## config.mk

```make
export PLATFORM = sky130hd
export DESIGN_NAME = ifb_top
export DESIGN_NICKNAME = d
export VERILOG_FILES = /design/src/logic/ifb_pkg.sv /design/src/logic/ifb_flag_if.sv /design/src/logic/ifb_flag_bank.sv /design/src/logic/ifb_top.sv
export SDC_FILE = /design/constraint.sdc
export NUM_CORES = 1
export LEC_CHECK = 0
export BUFFER_PORTS_ARGS = -buffer_cell sky130_fd_sc_hd__buf_2
export CAP_MARGIN = 20
export CORE_MARGIN = 2
export CORE_UTILIZATION = 47
export CTS_CLUSTER_SIZE = 14
export DETAILED_ROUTE_END_ITERATION = 12
export MAX_ROUTING_LAYER = met4
export PLACE_DENSITY = 0.76
export RECOVER_POWER = 50
export SLEW_MARGIN = 20
export SYNTH_ARGS = -nofsm -noshare
export SYNTH_HDL_FRONTEND = slang
export SYNTH_HIERARCHICAL = 1
export SYNTH_SLANG_ARGS = --single-unit
```

## constraint.sdc

```tcl
create_clock -name clk -period 1.8 [get_ports clk]
set_clock_uncertainty 0.1 [all_clocks]
set_input_delay 0.09 -clock clk [delete_from_list [all_inputs] [get_ports clk]]
set_output_delay 0.09 -clock clk [all_outputs]
set_load 0.01 [all_outputs]
```

## src/logic/ifb_pkg.sv

```systemverilog
// Constants for the first interrupt flag word and its AXI4-Lite register map.
// Assumes a single 125 MHz clock and an asynchronous active-low reset.
// Summary of operation
// - An implemented flag reads 1 once its source has requested or software has written it to 1, and 0 while neither happened.
// - Bit 13 is converter_done_flag, set when a conversion completes.
// - Bit 12 is serial_tx_flag, set by the serial transmitter request.
// - Bit 11 is serial_rx_flag, set by the serial receiver request.
// - Bit 10 is spi_event_flag, set by the SPI transfer event request.
// - Bit 9 is spi_fault_flag, set by the SPI fault request.
// - Bit 8 is timer3_flag, set by the third timer request.
// - Bit 7 is timer2_flag, set by the second timer request.
// - Bit 6 is compare2_flag, set by output compare channel 2.
// - Bit 5 is capture2_flag, set by input capture channel 2.
// - Bits 15, 14 and 4 have no storage, read 0 and ignore writes.
// - Bit 1 is capture1_flag, set by input capture channel 1.
// - Bit 0 is ext_int0_flag, set when external interrupt 0 sees its edge.
package ifb_pkg;
    localparam int          IFB_WIDTH       = 16;
    localparam logic [15:0] IFB_IMPL_MASK   = 16'h3FEF;
    localparam logic [15:0] IFB_FLAG_RESET  = 16'h0000;
    localparam logic [15:0] IFB_MASK_RESET  = 16'h0000;
    localparam logic [3:0]  IFB_OFS_FLAG    = 4'h0;
    localparam logic [3:0]  IFB_OFS_SET     = 4'h4;
    localparam logic [3:0]  IFB_OFS_MASK    = 4'h8;
    localparam logic [3:0]  IFB_OFS_PEND    = 4'hC;
    localparam int          IFB_BIT_CONV    = 13;
    localparam int          IFB_BIT_STX     = 12;
    localparam int          IFB_BIT_SRX     = 11;
    localparam int          IFB_BIT_SPIE    = 10;
    localparam int          IFB_BIT_SPIF    = 9;
    localparam int          IFB_BIT_TMR3    = 8;
    localparam int          IFB_BIT_TMR2    = 7;
    localparam int          IFB_BIT_CMP2    = 6;
    localparam int          IFB_BIT_CAP2    = 5;
    localparam int          IFB_BIT_TMR1    = 3;
    localparam int          IFB_BIT_CMP1    = 2;
    localparam int          IFB_BIT_CAP1    = 1;
    localparam int          IFB_BIT_EXT0    = 0;
    localparam logic [1:0]  IFB_RESP_OKAY   = 2'h0;
    localparam logic [1:0]  IFB_RESP_SLVERR = 2'h2;
endpackage : ifb_pkg

```

## src/logic/ifb_flag_if.sv

```systemverilog
// Interface carrying the flag word between the bus slave and the flag bank.
// Assumes both ends share one clock.
`timescale 1ns/100ps
interface ifb_flag_if;
    logic        wr_flag;
    logic        wr_set;
    logic [15:0] wdata;
    logic [15:0] flags;
    modport ctrl (output wr_flag, output wr_set, output wdata, input flags);
    modport bank (input wr_flag, input wr_set, input wdata, output flags);
endinterface : ifb_flag_if

```

## src/logic/ifb_flag_bank.sv

```systemverilog
// Sticky flag bank of the first interrupt flag word.
// Assumes one-cycle-or-longer request levels from peripherals, synchronous to clk.
`timescale 1ns/100ps
module ifb_flag_bank
    import ifb_pkg::*;
(
    input  wire logic        clk,
    input  wire logic        arst_n,
    input  wire logic [15:0] req,
    ifb_flag_if.bank         fl
);
    typedef struct packed {
        logic [15:0] flag;
    } ifb_bank_t;

    ifb_bank_t s_q;
    ifb_bank_t s_d;

    always_comb begin
        s_d = s_q;
        // Software write, then set wins over clear
        if (fl.wr_flag) begin
            s_d.flag = fl.wdata;
        end
        if (fl.wr_set) begin
            s_d.flag = s_q.flag | fl.wdata;
        end
        s_d.flag = (s_d.flag | req) & IFB_IMPL_MASK;
    end

    always_ff @(posedge clk or negedge arst_n) begin
        if (!arst_n) begin
            s_q.flag <= IFB_FLAG_RESET;
        end else begin
            s_q <= s_d;
        end
    end

    assign fl.flags = s_q.flag;
endmodule : ifb_flag_bank

```

## src/logic/ifb_top.sv

```systemverilog
// Top of the first interrupt flag word: AXI4-Lite slave, flag bank, mask and irq.
// Assumes an AXI4-Lite master with at most one read and one write in flight.
//
// Decided for this implementation: the AXI4-Lite slave port and the register addresses.
`timescale 1ns/100ps
module ifb_top
    import ifb_pkg::*;
(
    input  wire logic        clk,
    input  wire logic        arst_n,
    input  wire logic        converter_done_req,
    input  wire logic        serial_tx_req,
    input  wire logic        serial_rx_req,
    input  wire logic        spi_event_req,
    input  wire logic        spi_fault_req,
    input  wire logic        timer3_req,
    input  wire logic        timer2_req,
    input  wire logic        compare2_req,
    input  wire logic        capture2_req,
    input  wire logic        timer1_req,
    input  wire logic        compare1_req,
    input  wire logic        capture1_req,
    input  wire logic        ext_int0_req,
    input  wire logic [3:0]  s_axi_awaddr,
    input  wire logic        s_axi_awvalid,
    output logic             s_axi_awready,
    input  wire logic [31:0] s_axi_wdata,
    input  wire logic [3:0]  s_axi_wstrb,
    input  wire logic        s_axi_wvalid,
    output logic             s_axi_wready,
    output logic [1:0]       s_axi_bresp,
    output logic             s_axi_bvalid,
    input  wire logic        s_axi_bready,
    input  wire logic [3:0]  s_axi_araddr,
    input  wire logic        s_axi_arvalid,
    output logic             s_axi_arready,
    output logic [31:0]      s_axi_rdata,
    output logic [1:0]       s_axi_rresp,
    output logic             s_axi_rvalid,
    input  wire logic        s_axi_rready,
    output logic             irq
);
    typedef struct packed {
        logic        aw_held;
        logic [3:0]  awaddr;
        logic        w_held;
        logic [15:0] wdata;
        logic [1:0]  wstrb;
        logic        awready;
        logic        wready;
        logic        bvalid;
        logic [1:0]  bresp;
        logic        arready;
        logic        rvalid;
        logic [31:0] rdata;
        logic [1:0]  rresp;
        logic [15:0] mask;
        logic        irq;
    } ifb_top_t;

    ifb_top_t    s_q;
    ifb_top_t    s_d;
    logic [15:0] req;
    logic        wr_flag;
    logic        wr_set;
    logic [15:0] wmerged;

    ifb_flag_if fl ();

    // Map each source request onto its flag position
    always_comb begin
        req               = 16'h0000;
        req[IFB_BIT_CONV] = converter_done_req;
        req[IFB_BIT_STX]  = serial_tx_req;
        req[IFB_BIT_SRX]  = serial_rx_req;
        req[IFB_BIT_SPIE] = spi_event_req;
        req[IFB_BIT_SPIF] = spi_fault_req;
        req[IFB_BIT_TMR3] = timer3_req;
        req[IFB_BIT_TMR2] = timer2_req;
        req[IFB_BIT_CMP2] = compare2_req;
        req[IFB_BIT_CAP2] = capture2_req;
        req[IFB_BIT_TMR1] = timer1_req;
        req[IFB_BIT_CMP1] = compare1_req;
        req[IFB_BIT_CAP1] = capture1_req;
        req[IFB_BIT_EXT0] = ext_int0_req;
    end

    // Apply byte strobes over the old word passed in (current contents, or zero for the set register)
    function automatic logic [15:0] ifb_merge(input logic [15:0] old, input logic [15:0] nw,
                                              input logic [1:0] strb);
        logic [15:0] r;
        r = old;
        if (strb[0]) begin
            r[7:0] = nw[7:0];
        end
        if (strb[1]) begin
            r[15:8] = nw[15:8];
        end
        return r;
    endfunction

    always_comb begin
        s_d          = s_q;
        wr_flag      = 1'b0;
        wr_set       = 1'b0;
        wmerged      = 16'h0000;
        s_d.awready  = 1'b0;
        s_d.wready   = 1'b0;
        s_d.arready  = 1'b0;
        // Capture address and data independently
        if (s_axi_awvalid && s_q.awready) begin
            s_d.aw_held = 1'b1;
            s_d.awaddr  = s_axi_awaddr;
        end
        if (s_axi_wvalid && s_q.wready) begin
            s_d.w_held = 1'b1;
            s_d.wdata  = s_axi_wdata[15:0];
            s_d.wstrb  = s_axi_wstrb[1:0];
        end
        if (!s_d.aw_held && !s_q.bvalid && !(s_axi_awvalid && s_q.awready)) begin
            s_d.awready = s_axi_awvalid;
        end
        if (!s_d.w_held && !s_q.bvalid && !(s_axi_wvalid && s_q.wready)) begin
            s_d.wready = s_axi_wvalid;
        end
        if (s_q.aw_held && s_q.w_held && !s_q.bvalid) begin
            s_d.aw_held = 1'b0;
            s_d.w_held  = 1'b0;
            s_d.bvalid  = 1'b1;
            s_d.bresp   = IFB_RESP_OKAY;
            unique case (s_q.awaddr[3:2])
                IFB_OFS_FLAG[3:2]: begin
                    wr_flag = 1'b1;
                    wmerged = ifb_merge(fl.flags, s_q.wdata, s_q.wstrb);
                end
                IFB_OFS_SET[3:2]: begin
                    wr_set  = 1'b1;
                    wmerged = ifb_merge(16'h0000, s_q.wdata, s_q.wstrb);
                end
                IFB_OFS_MASK[3:2]: begin
                    s_d.mask = ifb_merge(s_q.mask, s_q.wdata, s_q.wstrb) & IFB_IMPL_MASK;
                end
                IFB_OFS_PEND[3:2]: begin
                    s_d.bresp = IFB_RESP_SLVERR;
                end
            endcase
        end
        if (s_q.bvalid && s_axi_bready) begin
            s_d.bvalid = 1'b0;
        end
        // Read channel
        if (s_axi_arvalid && s_q.arready) begin
            s_d.rvalid = 1'b1;
            s_d.rresp  = IFB_RESP_OKAY;
            unique case (s_axi_araddr[3:2])
                IFB_OFS_FLAG[3:2]: s_d.rdata = {16'h0000, fl.flags};
                IFB_OFS_SET[3:2]:  s_d.rdata = 32'h0000_0000;
                IFB_OFS_MASK[3:2]: s_d.rdata = {16'h0000, s_q.mask};
                IFB_OFS_PEND[3:2]: s_d.rdata = {16'h0000, fl.flags & s_q.mask};
            endcase
        end else if (!s_q.rvalid && !s_q.arready) begin
            s_d.arready = s_axi_arvalid;
        end
        if (s_q.rvalid && s_axi_rready) begin
            s_d.rvalid = 1'b0;
        end
        s_d.irq = |(fl.flags & s_q.mask);
    end

    assign fl.wr_flag = wr_flag;
    assign fl.wr_set  = wr_set;
    assign fl.wdata   = wmerged;

    ifb_flag_bank u_bank (
        .clk    (clk),
        .arst_n (arst_n),
        .req    (req),
        .fl     (fl.bank)
    );

    always_ff @(posedge clk or negedge arst_n) begin
        if (!arst_n) begin
            s_q      <= '0;
            s_q.mask <= IFB_MASK_RESET;
        end else begin
            s_q <= s_d;
        end
    end

    assign s_axi_awready = s_q.awready;
    assign s_axi_wready  = s_q.wready;
    assign s_axi_bvalid  = s_q.bvalid;
    assign s_axi_bresp   = s_q.bresp;
    assign s_axi_arready = s_q.arready;
    assign s_axi_rvalid  = s_q.rvalid;
    assign s_axi_rdata   = s_q.rdata;
    assign s_axi_rresp   = s_q.rresp;
    assign irq           = s_q.irq;
endmodule : ifb_top

```

==> flow_metrics.env, run 1 <==
export IMPL_status="finished, final reports clean"
export IMPL_intPower_mw=3.97
export IMPL_antenna_cells=0
export IMPL_root_buffer="clkbuf_8"
export IMPL_startpoint_type="flip-flop"
export IMPL_antenna_found_initial=0
export IMPL_path_max_fanout=6
export IMPL_holdPathStages=3
export IMPL_detail_route_wl_per_cell_um=14.9
export IMPL_powerDensity_nw_per_um2=1440
export IMPL_syn_area_per_cell_um2=11.0
export IMPL_p_comb_frac=0.334
export IMPL_grt_pass1_vias=2676
export IMPL_track_usage=0.194
export IMPL_crit_buf_inv=1
export IMPL_cp_arrival_ns=1.86
export IMPL_min_path_type="in -> reg"
export IMPL_endpoint_kind="flip-flop"
export IMPL_postRouteAntennaNets=0
export IMPL_peakVddDrop_uv=797
export IMPL_cts_tree="built"
export IMPL_drv_slew=0
export IMPL_p_sw_mw=2.24
export IMPL_port_buffers=61
export IMPL_cts_buffers=9
export IMPL_final_nets=472
export IMPL_clock_sinks=68
export IMPL_syn_area_um2=3580
export IMPL_core_region_area_um2=7330
export IMPL_power_leakage_nw=1.92
export IMPL_drv_cap=0
export IMPL_drcViolationCount=0
export IMPL_drt_iter0_markers=155
export IMPL_slew_headroom=0.399
export IMPL_vias=2681
export IMPL_grt_max_degree=69
export IMPL_path_clk_slew_ns=0.07
export IMPL_finalHoldViolations=0
export IMPL_area_growth_pct=20.4
export IMPL_start_util=0.489
export IMPL_dr_pass1_iters=4
export IMPL_drive_gt1_frac=0.277
export IMPL_worst_path_max_delay_cell="dfrtp_1"
export IMPL_rsz0062_at_grt="no"
export IMPL_design_die_area_um2=8340
export IMPL_netlist_instances=327
export IMPL_place_congestion=0.876
export IMPL_cpLargestDelayFamily="simple AND/OR/NAND/NOR gates"
export IMPL_dp_hpwl_mm=5.11
export IMPL_clkLatencyLatePin_ns=0.34
export IMPL_tightest_slew_ns=0.902
export IMPL_clk_path_buf_depth=2
export IMPL_rows=31
export IMPL_chipHeight_um=91.3
export IMPL_overflow=0
export IMPL_synth_warnings=6
export IMPL_final_util=0.588
export IMPL_viasPerCell=5.25
export IMPL_cp_cell_sequence="nand3b_4, buf_12, nor3_4, mux2_2"
export IMPL_power_share_sequential=0.476
export IMPL_cp_depth=4
export IMPL_fin_crit_ns=1.73
export IMPL_slowest_delay_ns=0.42
export IMPL_switching_share=0.361
export IMPL_critPathKind="reg -> reg"
export IMPL_totalWireLength_mm=7.59
export IMPL_required_ns=1.92
export IMPL_finalCritPeriodShare=0.963
export IMPL_grt_first_pass_wirelength_mm=12.5
export IMPL_cts_htree_levels=3
export IMPL_setup_viol_count_final=0
export IMPL_die_w_um=91.3
export IMPL_r2r_slack_ns=0.07
export IMPL_timing_fmax_mhz=577
export IMPL_ios=106
export IMPL_placedCellCount=459
export IMPL_r2r_cells=4
export IMPL_fin_cells=511
export IMPL_p_clk_frac=0.190
## path summary, 6_finish.rpt
kind,startpoint,end
worst max-delay path,s_axi_bvalid,s_q[11]
worst min-delay path,s_axi_araddr[2],s_axi_rdata[11]
worst max register to register,s_axi_bvalid,s_q[11]
worst min register to register,s_axi_arready,s_axi_arready
max in group asynchronous,arst_n,s_axi_rdata[13]
min in group asynchronous,arst_n,s_q[80]
## cell type report
class | count | area [um2]
Sequential cell | 68 | 1700
Clock inverter | 1 | 5.00
Timing Repair Buffer | 105 | 744
Tap cell | 99 | 124
Fill cell | 617 | 3020
Inverter | 3 | 11.3
Clock buffer | 14 | 183
Multi-Input combinational cell | 221 | 1540
## registers in the layout (all words and copies together), names as in the netlist
signal           count
s_axi_bresp          1
s_axi_rvalid         1
s_axi_wready         1
s_axi_rdata         16
s_axi_arready        1
s_q                 32
u_bank/fl.flags     13
irq                  1
s_axi_awready        1
s_axi_bvalid         1
## metrics by stage
step	cell area, um2	hold slack (ns)	setup WS, ns	total power [mW]	setup TNS (ns)
after floorplan	3660	-0.306	-0.125	4.50	-1.25
after global placement	3760	0.0344	0.0788	4.82	0
after detailed placement	3760	0.0355	0.00479	4.96	0
after CTS	4310	0.142	0.00372	6.20	0
after global routing	4310	0.196	0.00884	6.60	0
final	4310	0.150	0.0661	6.21	0
## cell usage in the layout (no fill, tap or decap), types with 5 or more instances in the layout
| cell type | count |
|---|---|
| nor2_1 | 31 |
| nor3_1 | 14 |
| mux2i_1 | 27 |
| clkbuf_1 | 6 |
| conb_1 | 22 |
| buf_4 | 5 |
| nand3_1 | 14 |
| o211ai_1 | 13 |
| dfrtp_1 | 68 |
| a22oi_1 | 15 |
| o21a_1 | 13 |
| buf_2 | 56 |
| mux2_2 | 30 |
| a21oi_1 | 16 |
| clkbuf_8 | 13 |
| nand2_1 | 5 |
| dlygate4sd3_1 | 36 |
## worst register-to-register path, cell delays in order (launching register included)
cell      delay (ns)
dfrtp_1         0.42
nand3b_4        0.21
buf_12          0.15
nor3_4          0.35
mux2_2          0.38
## repair_timing
action | in CTS | in global routing
hold buffers | 36 | 0
hold endpoints to repair | 105 | 0
setup endpoints to repair | 0 | 13
gates resized for setup | 0 | 1
setup buffers | 0 | 1
## power groups by stage
stage	logic, mW	registers (mW)	clock network, mW
5_1_grt	2.28	3.05	1.27
4_1_cts	2.06	2.94	1.20
6_report	2.08	2.96	1.18
2_1_floorplan	1.83	2.67	0
3_5_place_dp	1.99	2.97	0
3_3_place_gp	1.89	2.93	0
## per-layer routing
metal  part of all wire  vias to the layer above  wire (um)  track usage
met5                  0                        -          0            -
li1                   -                     1275          -            -
met3              0.058                       13        443       0.0357
met4              0.018                        0        139       0.0997
met1               0.43                     1295       3300        0.236
met2               0.49                       98       3710        0.309
Power figures use the tool's default switching activity.
==> inputs of run 2 (changes only) <==
CORE_ASPECT_RATIO = 1.25   (was not set)
CORE_UTILIZATION = 45   (was 47)
CTS_CLUSTER_DIAMETER = 40   (was not set)
PLACE_DENSITY = 0.75   (was 0.76)
SYNTH_HIERARCHICAL = not set   (was 1)
==> run 2 against run 1 <==
Compared with the run above: global-route usage up 0.38 points; critical endpoint is now u_bank.fl.flags[0]; area after synthesis down 12%; largest cell class unchanged; total power down 15%.
==> flow_metrics.env, run 2 <==
export IMPL_synth_area_leader_cell="dfrtp_1"
export IMPL_rows=34
export IMPL_timing_fmax_mhz=577
export IMPL_track_usage=0.197
export IMPL_chipHeight_um=97.6
export IMPL_fin_cells=444
export IMPL_grt_first_pass_wirelength_mm=11.4
export IMPL_clkLatencyLatePin_ns=0.34
export IMPL_start_util=0.457
export IMPL_overflow=0
export IMPL_startpoint_type="flip-flop"
export IMPL_clock_sinks=65
export IMPL_cp_startpoint="s_axi_bvalid"
export IMPL_area_growth_pct=25.5
export IMPL_final_nets=413
export IMPL_finalCritPeriodShare=0.962
export IMPL_power_mw=5.28
export IMPL_netlist_instances=260
export IMPL_place_congestion=0.819
export IMPL_die_w_um=78.8
export IMPL_hold_end="s_axi_rdata[11]"
export IMPL_cp_arrival_ns=1.85
export IMPL_setup_viol_count_final=0
export IMPL_worstHoldStart="s_axi_araddr[2]"
export IMPL_viasPerCell=5.26
export IMPL_r2r_slack_ns=0.07
export IMPL_totalWireLength_mm=6.80
export IMPL_postRouteAntennaNets=0
export IMPL_tns_ns=0
export IMPL_r2r_end="u_bank.fl.flags[0]"
export IMPL_fin_crit_ns=1.73
export IMPL_drt_iter0_markers=112
export IMPL_tightest_slew_ns=1.02
export IMPL_peakVddDrop_uv=846
export IMPL_r2r_cells=3
export IMPL_rsz0062_at_grt="no"
export IMPL_synth_top_area_share=0.516
export IMPL_drive_gt1_frac=0.299
export IMPL_layout_commonest_cell="dfrtp_1"
export IMPL_drcViolationCount=0
export IMPL_cts_htree_levels=3
export IMPL_path_clk_slew_ns=0.07
export IMPL_setup_ws_ns=0.0679
export IMPL_synth_seq_cells=65
export IMPL_largest_register_ffs=32
export IMPL_dp_hpwl_mm=4.63
export IMPL_endpoint_kind="flip-flop"
export IMPL_yosysMostFrequentCell="dfrtp_1"
export IMPL_critPathKind="reg -> reg"
export IMPL_required_ns=1.92
export IMPL_place_area_um2=3400
export IMPL_vias=2337
export IMPL_syn_area_per_cell_um2=12.1
export IMPL_final_util=0.574
export IMPL_cts_buffers=9
export IMPL_ys_seq_area_frac=0.516
export IMPL_port_buffers=58
export IMPL_grt_max_degree=48
export IMPL_synth_warnings=0
export IMPL_ios=106
export IMPL_antenna_found_initial=0
export IMPL_design_die_area_um2=7690
export IMPL_yosysUniqueCellTypes=35
export IMPL_layout_common_cells="65 x dfrtp_1, 51 x buf_2, 37 x dlygate4sd3_1"
export IMPL_detail_route_wl_per_cell_um=15.3
export IMPL_grt_pass1_vias=2216
export IMPL_cts_setup_buffers=0
export IMPL_hold_worst_slack_ns=0.140
export IMPL_synthTopCellsByCount="65 x dfrtp_1, 36 x buf_4, 27 x mux2_2"
export IMPL_path_max_fanout=7
export IMPL_core_region_area_um2=6890
export IMPL_finalHoldViolations=0
export IMPL_antenna_cells=0
export IMPL_r2r_start="s_axi_bvalid"
export IMPL_placedCellCount=391
export IMPL_drv_slew=0
export IMPL_slew_headroom=0.319
export IMPL_power_leakage_nw=1.76
export IMPL_synthFlopType="dfrtp_1"
export IMPL_regMostFlops="s_q"
export IMPL_drv_cap=0
export IMPL_synth_top_cells_by_area="dfrtp_1 52%, mux2_2 9.7%, buf_4 8.6%"
export IMPL_dr_pass1_iters=4
export IMPL_min_path_type="in -> reg"
export IMPL_pre_cts_slack_ns=0.0248
export IMPL_cts_tree="built"
export IMPL_fin_area_um2=3960
export IMPL_powerDensity_nw_per_um2=1330
export IMPL_async_flop_share=1.00
export IMPL_syn_area_um2=3150
export IMPL_holdPathStages=3
export IMPL_synth_edf_count=0
export IMPL_status="finished, final reports clean"
export IMPL_root_buffer="clkbuf_8"
export IMPL_clk_path_buf_depth=2
## run 2: routing by layer
layer	track usage	wire [um]
met3	0.0465	324
met4	0.0743	150
met1	0.236	2780
met5	-	0
met2	0.324	3550
## run 2: area by class of cell
type                            count  area, um2
Clock buffer                       14        173
Clock inverter                      2       35.0
Fill cell                         579       2940
Inverter                            2       7.51
Multi-Input combinational cell    166       1270
Sequential cell                    65       1630
Tap cell                           90        113
Timing Repair Buffer              105        727
## run 2: what timing repair did
item	CTS	global route
setup endpoints to repair	1	7
pin swaps	0	0
hold buffers	37	0
gates resized for setup	1	1
endpoints found under the hold margin	102	0
## run 2: how the worst max path moves through the flow
stage,end,slack (ns),cells after the start
after floorplan,u_bank.fl.flags[2],0.04,4
after global placement,u_bank.fl.flags[0],0.03,4
after detailed placement,u_bank.fl.flags[5],0.02,3
after CTS,u_bank.fl.flags[0],0.01,3
after global routing,u_bank.fl.flags[5],0.02,3
final,u_bank.fl.flags[0],0.07,3
## run 2: cell families (layout without fill, tap and decap cells)
group	Yosys count	after routing	share of synthesized area
buf+inv	50	123	0.104
flops	65	65	0.516
simple gates	44	44	0.0838
other cells	1	22	0.00119
mux	44	44	0.152
compound gates	56	56	0.143
## run 2: power breakdown
part	switching [mW]	leakage, nW	internal [mW]	total [mW]
clock network	0.525	0.107	0.752	1.28
logic	0.677	0.904	0.855	1.53
registers	0.493	0.747	1.98	2.47
## run 2: worst max-delay path: stages, from the launching register on
cell      delay (ns)
dfrtp_1         0.38
nand3b_2        0.21
or4b_4          0.59
a221o_1         0.32
==> inputs of run 3 (changes only) <==
BUFFER_PORTS_ARGS = -buffer_cell sky130_fd_sc_hd__clkbuf_2   (was -buffer_cell sky130_fd_sc_hd__buf_2)
==> run 3 against run 2 <==
Compared with the run above: sequential cell count did not move; total power fell by 1.2%; highest routed layer unchanged; via count rose by 0.68%; critical endpoint unchanged; sequential power barely moved; final area fell by 0.38%.
==> flow_metrics.env, run 3 (synthesis gave the netlist of run 2 again) <==
export IMPL_status="finished, final reports clean"
export IMPL_antenna_found_initial=0
export IMPL_switching_share=0.330
export IMPL_p_clk_frac=0.234
export IMPL_layout_common_cells="65 x dfrtp_1, 52 x clkbuf_2, 37 x dlygate4sd3_1"
export IMPL_r2r_cells=3
export IMPL_cp_arrival_ns=1.87
export IMPL_tightest_slew_ns=0.860
export IMPL_place_area_um2=3400
export IMPL_drv_cap=0
export IMPL_peakVddDrop_uv=833
export IMPL_final_nets=413
export IMPL_postRouteAntennaNets=0
export IMPL_area_growth_pct=25.1
export IMPL_powerDensity_nw_per_um2=1320
export IMPL_endpoint_kind="flip-flop"
export IMPL_dp_hpwl_mm=4.59
export IMPL_r2r_end="u_bank.fl.flags[0]"
export IMPL_ios=106
export IMPL_pre_cts_slack_ns=0.000805
export IMPL_cp_cell_sequence="nand3b_2, or4b_4, a221o_1"
export IMPL_regMostFlops="s_q"
export IMPL_slowest_delay_ns=0.59
export IMPL_worst_path_max_delay_cell="or4b_4"
export IMPL_rows=34
export IMPL_clock_sinks=65
export IMPL_r2r_slack_ns=0.05
export IMPL_fin_cells=444
export IMPL_totalWireLength_mm=6.78
export IMPL_cts_htree_levels=3
export IMPL_fin_crit_ns=1.75
export IMPL_layout_commonest_cell="dfrtp_1"
export IMPL_cp_startpoint="s_axi_bvalid"
export IMPL_slew_headroom=0.427
export IMPL_port_buffers=58
export IMPL_overflow=0
export IMPL_critPathKind="reg -> reg"
export IMPL_required_ns=1.92
export IMPL_drv_slew=0
export IMPL_intPower_mw=3.49
export IMPL_dr_pass1_iters=4
export IMPL_clkLatencyLatePin_ns=0.34
export IMPL_power_leakage_nw=1.76
export IMPL_finalHoldViolations=0
export IMPL_largest_register_ffs=32
export IMPL_cpLargestDelayFamily="simple AND/OR/NAND/NOR gates"
export IMPL_vias=2353
export IMPL_fin_area_um2=3940
export IMPL_hold_worst_slack_ns=0.156
export IMPL_finalCritPeriodShare=0.970
export IMPL_design_die_area_um2=7690
export IMPL_timing_fmax_mhz=572
export IMPL_power_share_sequential=0.474
export IMPL_cts_buffers=9
export IMPL_p_sw_mw=1.72
export IMPL_path_max_fanout=7
export IMPL_chipHeight_um=97.6
export IMPL_root_buffer="clkbuf_8"
export IMPL_detail_route_wl_per_cell_um=15.3
export IMPL_drcViolationCount=0
export IMPL_final_util=0.572
export IMPL_p_comb_frac=0.292
export IMPL_tns_ns=0
export IMPL_crit_buf_inv=0
export IMPL_power_mw=5.21
export IMPL_antenna_cells=0
export IMPL_grt_max_degree=66
export IMPL_drt_iter0_markers=97
export IMPL_core_region_area_um2=6890
export IMPL_grt_first_pass_wirelength_mm=11.4
export IMPL_clk_path_buf_depth=2
export IMPL_die_w_um=78.8
export IMPL_cts_tree="built"
export IMPL_setup_ws_ns=0.0531
export IMPL_rsz0062_at_grt="no"
export IMPL_placedCellCount=391
export IMPL_cp_endpoint="u_bank.fl.flags[0]"
export IMPL_min_path_type="in -> reg"
export IMPL_viasPerCell=5.30
export IMPL_track_usage=0.196
export IMPL_grt_pass1_vias=2409
export IMPL_cp_depth=3
export IMPL_drive_gt1_frac=0.308
export IMPL_startpoint_type="flip-flop"
export IMPL_path_clk_slew_ns=0.07
export IMPL_setup_viol_count_final=0
export IMPL_r2r_start="s_axi_bvalid"
export IMPL_place_congestion=0.823
export IMPL_start_util=0.457
==> run 3: what timing repair did <==
item / 4_1_cts / 5_1_grt
endpoints found under the hold margin: 102 / 0
hold buffers: 37 / 0
setup buffers: 0 / 0
endpoints found under the setup margin: 7 / 0
gates resized for setup: 2 / 0
==> run 3: final cells by class <==
type,count,area (um2)
Timing Repair Buffer,105,724
Tap cell,90,113
Clock buffer,10,138
Sequential cell,65,1630
Multi-Input combinational cell,166,1270
Clock inverter,6,57.6
Fill cell,575,2950
Inverter,2,7.51
==> run 3: power groups by stage <==
stage	Combinational, mW	Sequential [mW]	Clock, mW
floorplan	1.20	2.35	0
global placement	1.42	2.47	0
detailed placement	1.48	2.49	0
CTS	1.56	2.47	1.23
global route	1.68	2.55	1.31
finish	1.52	2.47	1.22
==> run 3: worst register-to-register path: stages, from the launching register on <==
cell and delay [ns]:
dfrtp_1 0.39, nand3b_2 0.23, or4b_4 0.59, a221o_1 0.32
==> run 3: metal layers <==
| metal | share of wire | track usage | vias up |
|---|---|---|---|
| li1 | - | - | 1094 |
| met1 | 0.40 | 0.220 | 1139 |
| met2 | 0.52 | 0.318 | 99 |
| met3 | 0.041 | 0.0381 | 21 |
| met4 | 0.039 | 0.126 | 0 |
| met5 | 0 | - | - |
==> run 3: worst min path at each step <==
stage | cells after the start | to | start | slack [ns]
2_1_floorplan | 0 | irq | arst_n | -0.31
3_3_place_gp | 2 | s_q[60] | arst_n | 0.03
3_5_place_dp | 2 | s_q[61] | arst_n | 0.05
4_1_cts | 3 | s_axi_rdata[0] | s_axi_araddr[2] | 0.15
5_1_grt | 3 | s_axi_rdata[10] | s_axi_araddr[2] | 0.17
6_report | 3 | s_axi_rdata[0] | s_axi_araddr[2] | 0.16
